--- src/msr_pkg.sv ---
package msr_pkg;
  // ****************************************
  // widths and address space
  // ****************************************
  localparam int DATA_W = 8;
  localparam int ADDR_W = 6;
  // ****************************************
  // operation register offsets
  // ****************************************
  localparam logic [5:0] OFF_INDIRECT = 6'h00;
  localparam logic [5:0] OFF_TIMER = 6'h01;
  localparam logic [5:0] OFF_PC = 6'h02;
  localparam logic [5:0] OFF_STATUS = 6'h03;
  localparam logic [5:0] OFF_SELECT = 6'h04;
  localparam logic [5:0] OFF_PORT_FIRST = 6'h05;
  localparam logic [5:0] OFF_PORT_LAST = 6'h09;
  localparam logic [5:0] OFF_EEPROM = 6'h0A;
  localparam logic [5:0] OFF_MISC_B = 6'h0B;
  localparam logic [5:0] OFF_USB_EP = 6'h0C;
  localparam logic [5:0] OFF_FIFO_ADDR = 6'h0D;
  localparam logic [5:0] OFF_FIFO_DATA = 6'h0E;
  localparam logic [5:0] OFF_IRQ_FLAGS = 6'h0F;
  localparam logic [5:0] OFF_EXTRA_FIRST = 6'h0A;
  localparam logic [5:0] OFF_EXTRA_LAST = 6'h0E;
  // ****************************************
  // field positions
  // ****************************************
  localparam int EXTRA_SEL_BIT = 3;
  localparam int BANK_LO_BIT = 6;
  localparam int BANK_HI_BIT = 7;
  localparam int EE_DONE_BIT = 2;
  localparam int ADC_LOW_BITS = 2;
  // ****************************************
  // reset values
  // ****************************************
  localparam logic [7:0] RST_ZERO = 8'h00;
  localparam logic [7:0] RST_STATUS = 8'h18;
  localparam logic [7:0] RST_DIR = 8'hFF;
  localparam logic [7:0] RST_EEPROM = 8'hFF;
  localparam logic [7:0] RST_MISC_B = 8'hFF;
  localparam logic [7:0] RST_MODE = 8'hC0;
  localparam logic [7:0] RST_P9_CFG_B = 8'h7F;
  localparam logic [7:0] RST_WAKE = 8'hD7;
  localparam logic [7:0] RST_ADC_CTRL = 8'h1F;
  localparam logic [7:0] RST_EXTRA_SCALE = 8'h01;
  localparam logic [7:0] RST_PRESCALE = 8'h3F;
  // ****************************************
  // access kinds
  // ****************************************
  typedef enum logic [2:0]
  {
    MSR_IDLE = 3'b001,
    MSR_OPER = 3'b010,
    MSR_CTRL = 3'b100
  } msr_access_type;
endpackage

--- src/msr_bitop.sv ---
`timescale 1ns/1ps
// single-bit set, clear and test over one register value
module msr_bitop
(
  input wire logic [7:0] value_in,
  input wire logic [2:0] bit_sel_in,
  input wire logic set_in,
  input wire logic clr_in,
  output logic [7:0] value_out,
  output logic bit_out
);
  genvar g;
  generate
    for (g = 0; g < 8; g++)
    begin : g_bit
      // only the selected bit moves; all others pass through untouched
      assign value_out[g] = (bit_sel_in == 3'(g)) ?
                            ((value_in[g] | set_in) & ~clr_in) : value_in[g];
    end
  endgenerate
  assign bit_out = value_in[bit_sel_in];
endmodule // msr_bitop

--- src/msr_addr_resolve.sv ---
`timescale 1ns/1ps
// resolves the effective operation address, following the indirect port
module msr_addr_resolve
(
  input wire logic [5:0] addr_in,
  input wire logic [7:0] select_in,
  output logic [5:0] eff_addr_out,
  output logic [1:0] bank_out
);
  assign eff_addr_out = (addr_in == msr_pkg::OFF_INDIRECT) ? select_in[5:0] : addr_in;
  assign bank_out = select_in[msr_pkg::BANK_HI_BIT:msr_pkg::BANK_LO_BIT];
endmodule // msr_addr_resolve

--- src/msr_register_map.sv ---
`timescale 1ns/1ps
// What this block does
// - offset 0x00 accesses register named by select
// - select bits 6-7 choose the bank
// - each port direction shares its data offset
// - mode bit 3 swaps 0x0A-0x0E to extra bank
// - 0x0B extra shows two low conversion bits
// - any writable bit settable, clearable, and any bit testable alone, except the prescaler's (written whole by prescale_wr_in only)
// - port registers act as ordinary registers
module msr_register_map
#(
  parameter int GP_DEPTH = 48,
  parameter int BANKS = 4
)
(
  input wire logic clk_sys_in,
  input wire logic rst_in,
  input wire logic ce_in,
  input wire logic [5:0] addr_in,
  input wire logic ctrl_space_in,
  input wire logic wr_in,
  input wire logic rd_in,
  input wire logic [7:0] wdata_in,
  input wire logic bit_set_in,
  input wire logic bit_clr_in,
  input wire logic bit_test_in,
  input wire logic [2:0] bit_sel_in,
  input wire logic prescale_wr_in,
  input wire logic [9:0] adc_result_in,
  input wire logic eeprom_done_in,
  input wire logic [7:0] hw_irq_in,
  input wire logic [39:0] port_pins_in,
  output logic [7:0] rdata_out,
  output logic bit_out,
  output logic [39:0] port_data_out,
  output logic [39:0] port_dir_out,
  output logic [7:0] mode_out,
  output logic [7:0] irq_flags_out,
  output logic [7:0] irq_mask_out,
  output logic [7:0] eeprom_cmd_out,
  output logic eeprom_start_out,
  output logic [7:0] prescale_out
);
  // ****************************************
  // storage
  // ****************************************
  logic [7:0] oper_q [0:15];
  logic [7:0] ctrl_q [5:15];
  logic [7:0] extra_q [10:14];
  logic [7:0] gp_q [0:BANKS-1][0:GP_DEPTH-1];
  logic [7:0] prescale_q;
  logic [7:0] rdata_q;
  logic bit_q;
  logic eeprom_start_q;
  logic [5:0] eff_addr;
  logic [1:0] bank;
  logic extra_sel;
  logic is_extra;
  logic [7:0] cur_val;
  logic [7:0] new_val;
  logic cur_bit;
  logic any_wr;
  logic [7:0] wr_val;
  msr_pkg::msr_access_type acc;

  msr_addr_resolve u_resolve
  (
    .addr_in(addr_in),
    .select_in(oper_q[4]),
    .eff_addr_out(eff_addr),
    .bank_out(bank)
  );

  // ****************************************
  // access decode
  // ****************************************
  always_comb
  begin
    if (!(wr_in || rd_in || bit_set_in || bit_clr_in || bit_test_in))
      acc = msr_pkg::MSR_IDLE;
    else if (ctrl_space_in)
      acc = msr_pkg::MSR_CTRL;
    else
      acc = msr_pkg::MSR_OPER;
  end

  assign extra_sel = ctrl_q[10][msr_pkg::EXTRA_SEL_BIT];
  assign is_extra = extra_sel && (acc == msr_pkg::MSR_OPER) &&
                    (eff_addr >= msr_pkg::OFF_EXTRA_FIRST) &&
                    (eff_addr <= msr_pkg::OFF_EXTRA_LAST);

  // current value of the addressed register
  always_comb
  begin
    cur_val = msr_pkg::RST_ZERO;
    case (acc)
      msr_pkg::MSR_CTRL:
      begin
        if (addr_in >= 6'h05 && addr_in <= 6'h0F)
          cur_val = ctrl_q[addr_in[3:0]];
      end
      msr_pkg::MSR_OPER:
      begin
        if (is_extra)
        begin
          if (eff_addr == msr_pkg::OFF_MISC_B)
            cur_val = {6'h00, adc_result_in[msr_pkg::ADC_LOW_BITS-1:0]};
          else if (eff_addr == msr_pkg::OFF_USB_EP)
            cur_val = adc_result_in[9:2];
          else
            cur_val = extra_q[eff_addr[3:0]];
        end
        else if (eff_addr == msr_pkg::OFF_INDIRECT)
          cur_val = msr_pkg::RST_ZERO;
        else if (eff_addr < 6'h10)
          cur_val = oper_q[eff_addr[3:0]];
        else if (int'(eff_addr) - 16 < GP_DEPTH)
          cur_val = gp_q[bank][eff_addr - 6'h10];
      end
      default: cur_val = msr_pkg::RST_ZERO;
    endcase
  end

  msr_bitop u_bitop
  (
    .value_in(cur_val),
    .bit_sel_in(bit_sel_in),
    .set_in(bit_set_in),
    .clr_in(bit_clr_in),
    .value_out(new_val),
    .bit_out(cur_bit)
  );

  assign any_wr = wr_in || bit_set_in || bit_clr_in;
  assign wr_val = wr_in ? wdata_in : new_val;

  // ****************************************
  // operation registers
  // ****************************************
  always_ff @(posedge clk_sys_in)
  begin
    if (rst_in)
    begin
      for (int i = 0; i < 16; i++)
        oper_q[i] <= msr_pkg::RST_ZERO;
      oper_q[3] <= msr_pkg::RST_STATUS;
      oper_q[10] <= msr_pkg::RST_EEPROM;
      oper_q[11] <= msr_pkg::RST_MISC_B;
    end
    else if (ce_in)
    begin
      // flags: hardware set wins over a software clear in the same cycle
      oper_q[15] <= oper_q[15] | hw_irq_in;
      oper_q[10][msr_pkg::EE_DONE_BIT] <= oper_q[10][msr_pkg::EE_DONE_BIT] | eeprom_done_in;
      if (any_wr && acc == msr_pkg::MSR_OPER && !is_extra && eff_addr < 6'h10 &&
          eff_addr != msr_pkg::OFF_INDIRECT)
      begin
        if (eff_addr == msr_pkg::OFF_IRQ_FLAGS)
          oper_q[15] <= wr_val | hw_irq_in;
        else if (eff_addr == msr_pkg::OFF_EEPROM)
          oper_q[10] <= wr_val | {5'h00, eeprom_done_in, 2'b00};
        else
          oper_q[eff_addr[3:0]] <= wr_val;
      end
    end
  end

  always_ff @(posedge clk_sys_in)
  begin
    if (rst_in)
      eeprom_start_q <= 1'b0;
    else if (ce_in)
      // command launch; spacing of commands is software's job
      eeprom_start_q <= wr_in && acc == msr_pkg::MSR_OPER && !is_extra &&
                        eff_addr == msr_pkg::OFF_EEPROM;
  end

  // ****************************************
  // general registers, banked
  // ****************************************
  always_ff @(posedge clk_sys_in)
  begin
    if (ce_in && any_wr && acc == msr_pkg::MSR_OPER && eff_addr >= 6'h10 &&
        int'(eff_addr) - 16 < GP_DEPTH)
      gp_q[bank][eff_addr - 6'h10] <= wr_val;
  end

  // ****************************************
  // control registers and extra bank
  // ****************************************
  always_ff @(posedge clk_sys_in)
  begin
    if (rst_in)
    begin
      for (int i = 5; i < 16; i++)
        ctrl_q[i] <= msr_pkg::RST_ZERO;
      for (int i = 5; i < 10; i++)
        ctrl_q[i] <= msr_pkg::RST_DIR;
      ctrl_q[10] <= msr_pkg::RST_MODE;
      ctrl_q[11] <= msr_pkg::RST_P9_CFG_B;
      ctrl_q[14] <= msr_pkg::RST_WAKE;
    end
    else if (ce_in && any_wr && acc == msr_pkg::MSR_CTRL && addr_in >= 6'h05 &&
             addr_in <= 6'h0F)
      ctrl_q[addr_in[3:0]] <= wr_val;
  end

  always_ff @(posedge clk_sys_in)
  begin
    if (rst_in)
    begin
      extra_q[10] <= msr_pkg::RST_ADC_CTRL;
      extra_q[11] <= msr_pkg::RST_ZERO;
      extra_q[12] <= msr_pkg::RST_ZERO;
      extra_q[13] <= msr_pkg::RST_ZERO;
      extra_q[14] <= msr_pkg::RST_EXTRA_SCALE;
    end
    else if (ce_in && any_wr && is_extra && eff_addr != msr_pkg::OFF_MISC_B &&
             eff_addr != msr_pkg::OFF_USB_EP)
      extra_q[eff_addr[3:0]] <= wr_val;
  end

  always_ff @(posedge clk_sys_in)
  begin
    if (rst_in)
      prescale_q <= msr_pkg::RST_PRESCALE;
    else if (ce_in && prescale_wr_in)
      prescale_q <= wdata_in;
  end

  // ****************************************
  // read path
  // ****************************************
  always_ff @(posedge clk_sys_in)
  begin
    if (rst_in)
    begin
      rdata_q <= msr_pkg::RST_ZERO;
      bit_q <= 1'b0;
    end
    else if (ce_in)
    begin
      if (rd_in)
        rdata_q <= cur_val;
      if (bit_test_in)
        bit_q <= cur_bit;
    end
  end

  // ****************************************
  // outputs, registered
  // ****************************************
  logic [39:0] pdata_q;
  logic [39:0] pdir_q;
  logic [7:0] mode_q;
  logic [7:0] flags_q;
  logic [7:0] mask_q;
  logic [7:0] ecmd_q;
  genvar p;
  generate
    for (p = 0; p < 5; p++)
    begin : g_port
      always_ff @(posedge clk_sys_in)
      begin
        if (rst_in)
        begin
          pdata_q[p*8 +: 8] <= msr_pkg::RST_ZERO;
          pdir_q[p*8 +: 8] <= msr_pkg::RST_DIR;
        end
        else if (ce_in)
        begin
          pdata_q[p*8 +: 8] <= oper_q[p+5];
          pdir_q[p*8 +: 8] <= ctrl_q[p+5];
        end
      end
    end
  endgenerate

  always_ff @(posedge clk_sys_in)
  begin
    if (rst_in)
    begin
      mode_q <= msr_pkg::RST_MODE;
      flags_q <= msr_pkg::RST_ZERO;
      mask_q <= msr_pkg::RST_ZERO;
      ecmd_q <= msr_pkg::RST_EEPROM;
    end
    else if (ce_in)
    begin
      mode_q <= ctrl_q[10];
      flags_q <= oper_q[15];
      mask_q <= ctrl_q[15];
      ecmd_q <= oper_q[10];
    end
  end

  assign rdata_out = rdata_q;
  assign bit_out = bit_q;
  assign port_data_out = pdata_q;
  assign port_dir_out = pdir_q;
  assign mode_out = mode_q;
  assign irq_flags_out = flags_q;
  assign irq_mask_out = mask_q;
  assign eeprom_cmd_out = ecmd_q;
  assign eeprom_start_out = eeprom_start_q;
  assign prescale_out = prescale_q;

  // ****************************************
  // checks
  // ****************************************
  property p_indirect_read;
    @(posedge clk_sys_in) disable iff (rst_in)
    (ce_in && rd_in && !ctrl_space_in && addr_in == 6'h00 && oper_q[4][5:0] == 6'h05)
    |=> rdata_out == $past(oper_q[5]);
  endproperty
  a_indirect_read: assert property (p_indirect_read) else $error("indirect read wrong");

  property p_extra_low;
    @(posedge clk_sys_in) disable iff (rst_in)
    (ce_in && rd_in && is_extra && eff_addr == 6'h0B)
    |=> rdata_out == {6'h00, $past(adc_result_in[1:0])};
  endproperty
  a_extra_low: assert property (p_extra_low) else $error("adc low read wrong");

  property p_ctrl_sep;
    @(posedge clk_sys_in) disable iff (rst_in)
    (ce_in && wr_in && ctrl_space_in && addr_in == 6'h06)
    |=> ##1 port_dir_out[15:8] == $past(wdata_in, 2) && $stable(oper_q[6]);
  endproperty
  a_ctrl_sep: assert property (p_ctrl_sep) else $error("control write leaked");

  property p_ee_start;
    @(posedge clk_sys_in) disable iff (rst_in)
    eeprom_start_out |-> $past(wr_in) && !$past(ctrl_space_in);
  endproperty
  a_ee_start: assert property (p_ee_start) else $error("spurious eeprom start");

  property p_flag_set;
    @(posedge clk_sys_in) disable iff (rst_in)
    (ce_in && hw_irq_in[0]) |=> ##1 irq_flags_out[0];
  endproperty
  a_flag_set: assert property (p_flag_set) else $error("irq flag lost");

  property p_bit_set;
    @(posedge clk_sys_in) disable iff (rst_in)
    (ce_in && bit_set_in && !bit_clr_in && !wr_in && acc == msr_pkg::MSR_OPER &&
     eff_addr == 6'h08)
    |=> oper_q[8] == ($past(oper_q[8]) | (8'h01 << $past(bit_sel_in)));
  endproperty
  a_bit_set: assert property (p_bit_set) else $error("bit set disturbed others");

  c_extra: cover property (@(posedge clk_sys_in) disable iff (rst_in) ce_in && rd_in && is_extra);
  c_bitset: cover property (@(posedge clk_sys_in) disable iff (rst_in) ce_in && bit_set_in);
  c_indirect: cover property (@(posedge clk_sys_in) disable iff (rst_in)
    ce_in && wr_in && !ctrl_space_in && addr_in == 6'h00);
endmodule // msr_register_map

--- config.mk ---
export PLATFORM = sky130hd
export DESIGN_NAME = msr_register_map
export DESIGN_NICKNAME = d
export VERILOG_FILES = /design/src/msr_pkg.sv /design/src/msr_bitop.sv /design/src/msr_addr_resolve.sv /design/src/msr_register_map.sv
export SDC_FILE = /design/constraint.sdc
export NUM_CORES = 2
export LEC_CHECK = 0
export ABC_AREA = 1
export BUFFER_PORTS_ARGS = -buffer_cell sky130_fd_sc_hd__buf_4
export CORE_ASPECT_RATIO = 1.4
export CORE_MARGIN = 2
export CORE_UTILIZATION = 56
export CTS_CLUSTER_SIZE = 10
export DETAILED_ROUTE_END_ITERATION = 12
export PLACE_DENSITY_LB_ADDON = 0.15
export RECOVER_POWER = 50
export SYNTH_ARGS = -nofsm -noshare
export SYNTH_HDL_FRONTEND = slang
export SYNTH_SLANG_ARGS = --single-unit
--- constraint.sdc ---
create_clock -name clk_sys_in -period 6.61 [get_ports clk_sys_in]
set_input_delay 1.322 -clock clk_sys_in [delete_from_list [all_inputs] [get_ports clk_sys_in]]
set_output_delay 1.322 -clock clk_sys_in [all_outputs]
set_load 0.02 [all_outputs]
==> After elaboration in Yosys (flattened, before gate mapping) <==
Memory sizes are Yosys's and may differ from the RTL's. A register that Yosys moved wholly into a read port is not among the register bits.
Cells that the tools add are included.
{ "classes": {"div_mod_pow": 0, "mul": 0, "reduce_logical": 39, "n_addsub": 2, "eq_ne": 15, "shift": 0, "n_mux": 83, "order_cmp": 10, "bitwise": 39} }
{ "ops": {"columns": ["cell", "count"], "rows": [
  ["384-bit two-way mux", 1],
  ["8-bit two-way mux", 27],
  ["8-bit binary-select mux with 6-bit select", 1],
  ["8-bit demux with 6-bit select", 1],
  ["1-bit two-way mux", 43],
  ["1-bit bitwise OR", 26],
  ["6-bit by 4-bit == test with 1-bit output, second input constant", 4],
  ["8-bit OR reduction", 3],
  ["1-bit logical AND", 23],
  ["8-bit bitwise OR", 2],
  ["8-bit case mux with 2 select lines", 1],
  ["3-bit == test, second input constant", 5],
  ["6-bit by 4-bit <= comparator with 1-bit output, second input constant", 2],
  ["6-bit zero test", 2],
  ["4-bit two-way mux", 3],
  ["6-bit by 4-bit inequality test with 1-bit output, second input constant", 2],
  ["3-bit by 2-bit == test with 1-bit output, second input constant", 3],
  ["1-bit AND", 8],
  ["8-bit by 3-bit bitwise OR with 8-bit output", 1],
  ["7-bit >= comparator, second input constant", 1],
  ["7-bit by 1-bit < comparator with 1-bit output, second input constant", 1],
  ["7-bit < comparator, second input constant", 1],
  ["6-bit NOT with 7-bit output", 1],
  ["6-bit by 5-bit subtractor with 7-bit output, second input constant", 1],
  ["18 further kinds", 25]
]} }
{ "totals": {"rom_bits": 0, "input_bits": 86, "mem_count": 4, "mem_bits_rw": 1792, "ff_bits": 42, "latch_bits": 0} }
{ "memory_table": {"columns": ["memory", "depth", "width", "rd", "rd_clocked_by_memory_dff", "wr", "line_no", "rtl"], "rows": [
  ["gp_q", 4, 384, 1, 0, 1, "msr_register_map.sv:50", "logic [7:0] gp_q [0:BANKS-1][0:GP_DEPTH-1];"],
  ["oper_q", 16, 8, 9, 5, 16, "msr_register_map.sv:47", "logic [7:0] oper_q [0:15];"],
  ["ctrl_q", 11, 8, 8, 6, 11, "msr_register_map.sv:48", "logic [7:0] ctrl_q [5:15];"],
  ["extra_q", 5, 8, 1, 0, 5, "msr_register_map.sv:49", "logic [7:0] extra_q [10:14];"]
]} }

==> Depth between registers and ports, before layout <==
{ "logic_depth": {"depth_word": 19, "mapped_depth": 27, "depth_no_buf": 24} }

==> Cells and area by module <==
A second synthesis with hierarchy kept.
{ "hier_totals": {"cells_unflattened": 6798, "hier_area_um2": 79252.3} }
{ "modules_own_cells": {"columns": ["mod", "seq_area_each_um2", "cells_each", "n_inst", "area_per_inst_um2"], "rows": [
  ["msr_register_map", 58335.9, 6715, 1, 78866.9],
  ["msr_bitop", 0.0, 60, 1, 269.0],
  ["msr_addr_resolve", 0.0, 23, 1, 116.4]
]} }

==> Worst setup path after synthesis <==
OpenSTA, ideal clock, no wires.
{ "synth_timing": {"path_kind": "input -> register", "start": "in addr_in[5]", "end": "mem ctrl_q[13][0], data pin", "cell_stages": 21, "arrival_time_ps": 6739, "slack_ps": -273, "setup_time_ps": 144, "n_path_buf": 3, "path_cell_list": "nor2_2 > nand3_4 > o21ai_1 > inv_1 > clkbuf_1 > ha_1 > inv_1 > nor3_1 > o21ai_2 > nand4_4 > inv_2 > buf_4 > nor2_1 > nand2_1 > nand2_1 > nand2_1 > o21bai_1 > nand2_1 > inv_2 > buf_4 > nor2_1"} }
{ "synth_rtl": {"columns": ["element", "line_no", "rtl"], "rows": [
  ["start, declared", "msr_register_map.sv:19", "input wire logic [5:0] addr_in,"],
  ["end, declared", "msr_register_map.sv:48", null]
]} }

==> Worst setup path after layout <==
{ "layout_timing": {"start": "in addr_in[2]", "end": "mem gp_q[1][372] in the netlist's numbering, enable pin"} }
{ "layout_between": {"elab_chain_cells": 9, "word_cells_on_any_way": 16} }
{ "layout_rtl": {"columns": ["element", "line_no", "rtl"], "rows": [
  ["6-bit zero test", "msr_addr_resolve.sv:10", "assign eff_addr_out = (addr_in == msr_pkg::OFF_INDIRECT) ? select_in[5:0] : addr_in;"],
  ["6-bit two-way mux (*)", "msr_addr_resolve.sv:10", null],
  ["6-bit by 5-bit subtractor with 6-bit output", "msr_register_map.sv:185", "gp_q[bank][eff_addr - 6'h10] <= wr_val;"],
  ["6-bit NOT with 7-bit output (not written as such)", "msr_register_map.sv:185", null],
  ["7-bit >= comparator (not written as such) / 7-bit by 1-bit < comparator with 1-bit output (equally long branches)", "msr_register_map.sv:185", null],
  ["1-bit logical AND (not written as such)", "msr_register_map.sv:185", null],
  ["8-bit two-way mux (not written as such)", "msr_register_map.sv:185", null],
  ["8-bit demux with 6-bit select", "msr_register_map.sv:185", null],
  ["384-bit two-way mux (not written as such) (*)", "msr_register_map.sv:185", null],
  ["end, declared", "msr_register_map.sv:50", null]
]} }
Every way passes the cells marked *; elsewhere a longest branch is shown, timed or not.

==> impl_metrics.ini <==
[place]
dp.cells = 8442
io_buffer_count = 175
gp_congestion = 0.993
place_area_sq_mm = 0.0838
dp_hpwl_um = 144000

[finish]
finalNetCount = 6937
final_area_sq_mm = 0.0889
areaGrowthSynthToFinish_pct = 12.6
fin_cells = 8718
layout_commonest_cell = edfxtp_1
drive_gt1_share_pct = 9.32
final_cell_mix = edfxtp_1, nor2_1, nand2_1, o22ai_1, o21ai_0

[pwr]
finalPower_uw = 26300
p_per_area_mw_per_mm2 = 296
total_leakage_power_uw = 0.0315
ir_drop_v = 0.000279

[routing]
drt-total-wl_um = 226000
vias_per_cell = 6.07
drtAntennaViolNets = 0
drtIter0Drc = 5839
drt_pass1_iterations = 6
drt_drc_violations_left = 0
vias = 52900
wl_per_cell_um = 25.9

[sta]
final.min_clock_period_ns = 6.04
hold_ws_ns = 0.462
slew_violations = 215
skew_ns = 0.0332
fin_setup_tns_ns = 0
rsz0062_at_grt = no
hold_viol = 0
period_share_pct = 91.4
maxSlewHeadroom_pct = -113
fmax_mhz = 165
setup_viol = 0
worst_pin_slew_ns = 3.20

[worst_setup_path]
start_kind = input pin
arrival_ns = 6.51
rr_endpoint = gp_q[1][230]$_DFFE_PP_
crit_path_end_kind = flop
cp_data_required_time_ns = 7.07
reg2reg_slack_ns = 0.86
r2r_start = oper_q[4][7]$_SDFFCE_PN0P_
reg2regPathDepth = 25
crit_path_max_fanout = 17
path_class = input pin to flop

[worst_hold_path]
min-delay-start = port_data_out[34]$_SDFFE_PP0P_
hold_end = port_data_out[34]$_SDFFE_PP0P_
timing.hold.worst_path_depth = 2
hold_path_class = flop to flop

[die]
start_util_pct = 56.2
die_y_um = 448
die_width_um = 321
fp.coreArea_sq_mm = 0.141
dieArea_sq_mm = 0.144
ios = 216
rows = 163

[grt]
gr-total-overflow = 0
grt_use_met3_pct = 4.60
grtUsageMet1_pct = 37.9
met2_usage_pct = 53.5
grt_busiest_layer = met2
grt_pass1_vias = 51200
grt_start_max_net_pins = 115
grt_pass1_wl_um = 329000
grt_usage_pct = 31.2
grt_antenna_before_repair = 4

[clock_tree]
postCtsResizedCells = 0
cts_hold_buf = 0
cts_made_buffers = 216
post_cts_buffers = 0
clock-sinks = 1982
clock_tree.buffer_depth = 3
cts_tree = built
h-tree-depth = 4
clk_pin_slew_ns = 0.05
clock_latency_ns = 0.85
cts_root_buffer = clkbuf_16

[synthesis]
syn_avg_cell_area_sq_um = 12.1
synth-seq-cells = 1982
yosysWarnings = 0
syn_area_sq_mm = 0.0790
ys_types = 53
synth-seq-area-share_pct = 73.7
netlist_instances = 6511

[run]
maxCapViolCount = 6

[outcome]
outcome = complete, but fails checks
violations = capacitance limit, slew limit
-- report_power, final --
| group | internal [uW] | switching, uW | leakage (uW) | total [uW] |
|---|---|---|---|---|
| combinational | 434 | 1380 | 0.0106 | 1820 |
| sequential | 14000 | 59.9 | 0.0181 | 14100 |
| clock | 5890 | 4540 | 0.00281 | 10400 |
-- routing by layer --
layer,vias to the layer above,part of all wire [%]
met1,25900,36
met2,2782,50
met4,4,6.0
li1,23600,-
met5,-,0.012
met3,572,7.8
-- worst max-delay path, cell delays in order --
cell,delay [ns]
clkbuf_1,0.18
nor2_4,0.41
inv_1,0.08
nor2_1,0.13
a31oi_1,0.26
ha_1,0.37
inv_1,0.12
clkbuf_1,0.31
nand4_1,0.38
nor2_2,0.17
clkbuf_1,1.41
nand2_1,0.53
nor2_1,0.79
-- cell type report --
class                   count  area (sq um)
well taps                1815          2270
multi-input cells        4064         18800
flip-flops and latches   1982         58200
clock inverters            11           143
inverters                 185           709
clock buffers             260          5610
fillers                 10600         51600
repair buffers            397          3200
diodes                      4          10.0
-- worst max path at each step --
stage	startpoint	to	slack, ns	depth (start not counted)
after floorplan	addr_in[5]	ctrl_q[4][6]$_DFFE_PP_	0.04	16
after global placement	addr_in[2]	ctrl_q[6][2]$_SDFFCE_PN1P_	0.47	23
final	addr_in[2]	gp_q[1][372]$_DFFE_PP_	0.57	13
after CTS	oper_q[4][7]$_SDFFCE_PN0P_	ctrl_q[8][5]$_SDFFCE_PN1P_	1.21	20
after global routing	addr_in[2]	ctrl_q[6][2]$_SDFFCE_PN1P_	0.53	23
after detailed placement	addr_in[2]	ctrl_q[7][3]$_SDFFCE_PN1P_	0.45	20
-- kinds of logic after synthesis --
logic type	Yosys count	synth area share, %
DFF	1982	73.7
adders and majority gates	5	0.0792
and+or+nand+nor	2910	14.8
other	1	0.00475
buffers and inverters	540	3.10
AOI/OAI and AO/OA	1073	8.34
-- metrics by stage --
stage,setup slack [ns],util [%]
5_1_grt,0.530,63.3
6_report,0.565,63.3
4_1_cts,1.21,63.7
2_1_floorplan,0.0424,-
3_5_place_dp,0.450,59.6
3_3_place_gp,0.465,59.6
-- sequential cells by signal (all words and copies together) (netlist names) --
signal and cells:
oper_q 128, port_data_out 40, eeprom_cmd_out 8, mode_out 8
rdata_out 8, irq_mask_out 8, ctrl_q 124, prescale_out 8
port_dir_out 40, bit_out 1, eeprom_start_out 1, irq_flags_out 8
extra_q 64, gp_q 1536
-- cell usage after synthesis (all sizes together) --
master,count,area (sq um)
edfxtp,1852,55600
nor2,1521,5820
nand2,1130,4320
o22ai,432,2700
o21ai,388,1960
buf,256,1380
inv,178,678
dfxtp,130,2600
nand3,107,548
or2,101,632
clkbuf,99,372
a21oi,72,360
o22a,50,438
a22o,49,429
nand4,37,246
o211ai,25,193
o221ai,19,191
o2111ai,12,105
a22oi,10,75.1
nor3,8,45.0
clkinv,7,26.3
ha,5,62.6
nand3b,5,37.5
o31ai,4,30.0
a221oi,3,26.3
o21bai,3,22.5
o21a,2,15.0
a2111oi,1,8.76
a21boi,1,11.3
a31oi,1,6.26
conb,1,3.75
nor4,1,6.26
o32ai,1,8.76
Note: power is estimated with default switching activity, not from simulation.
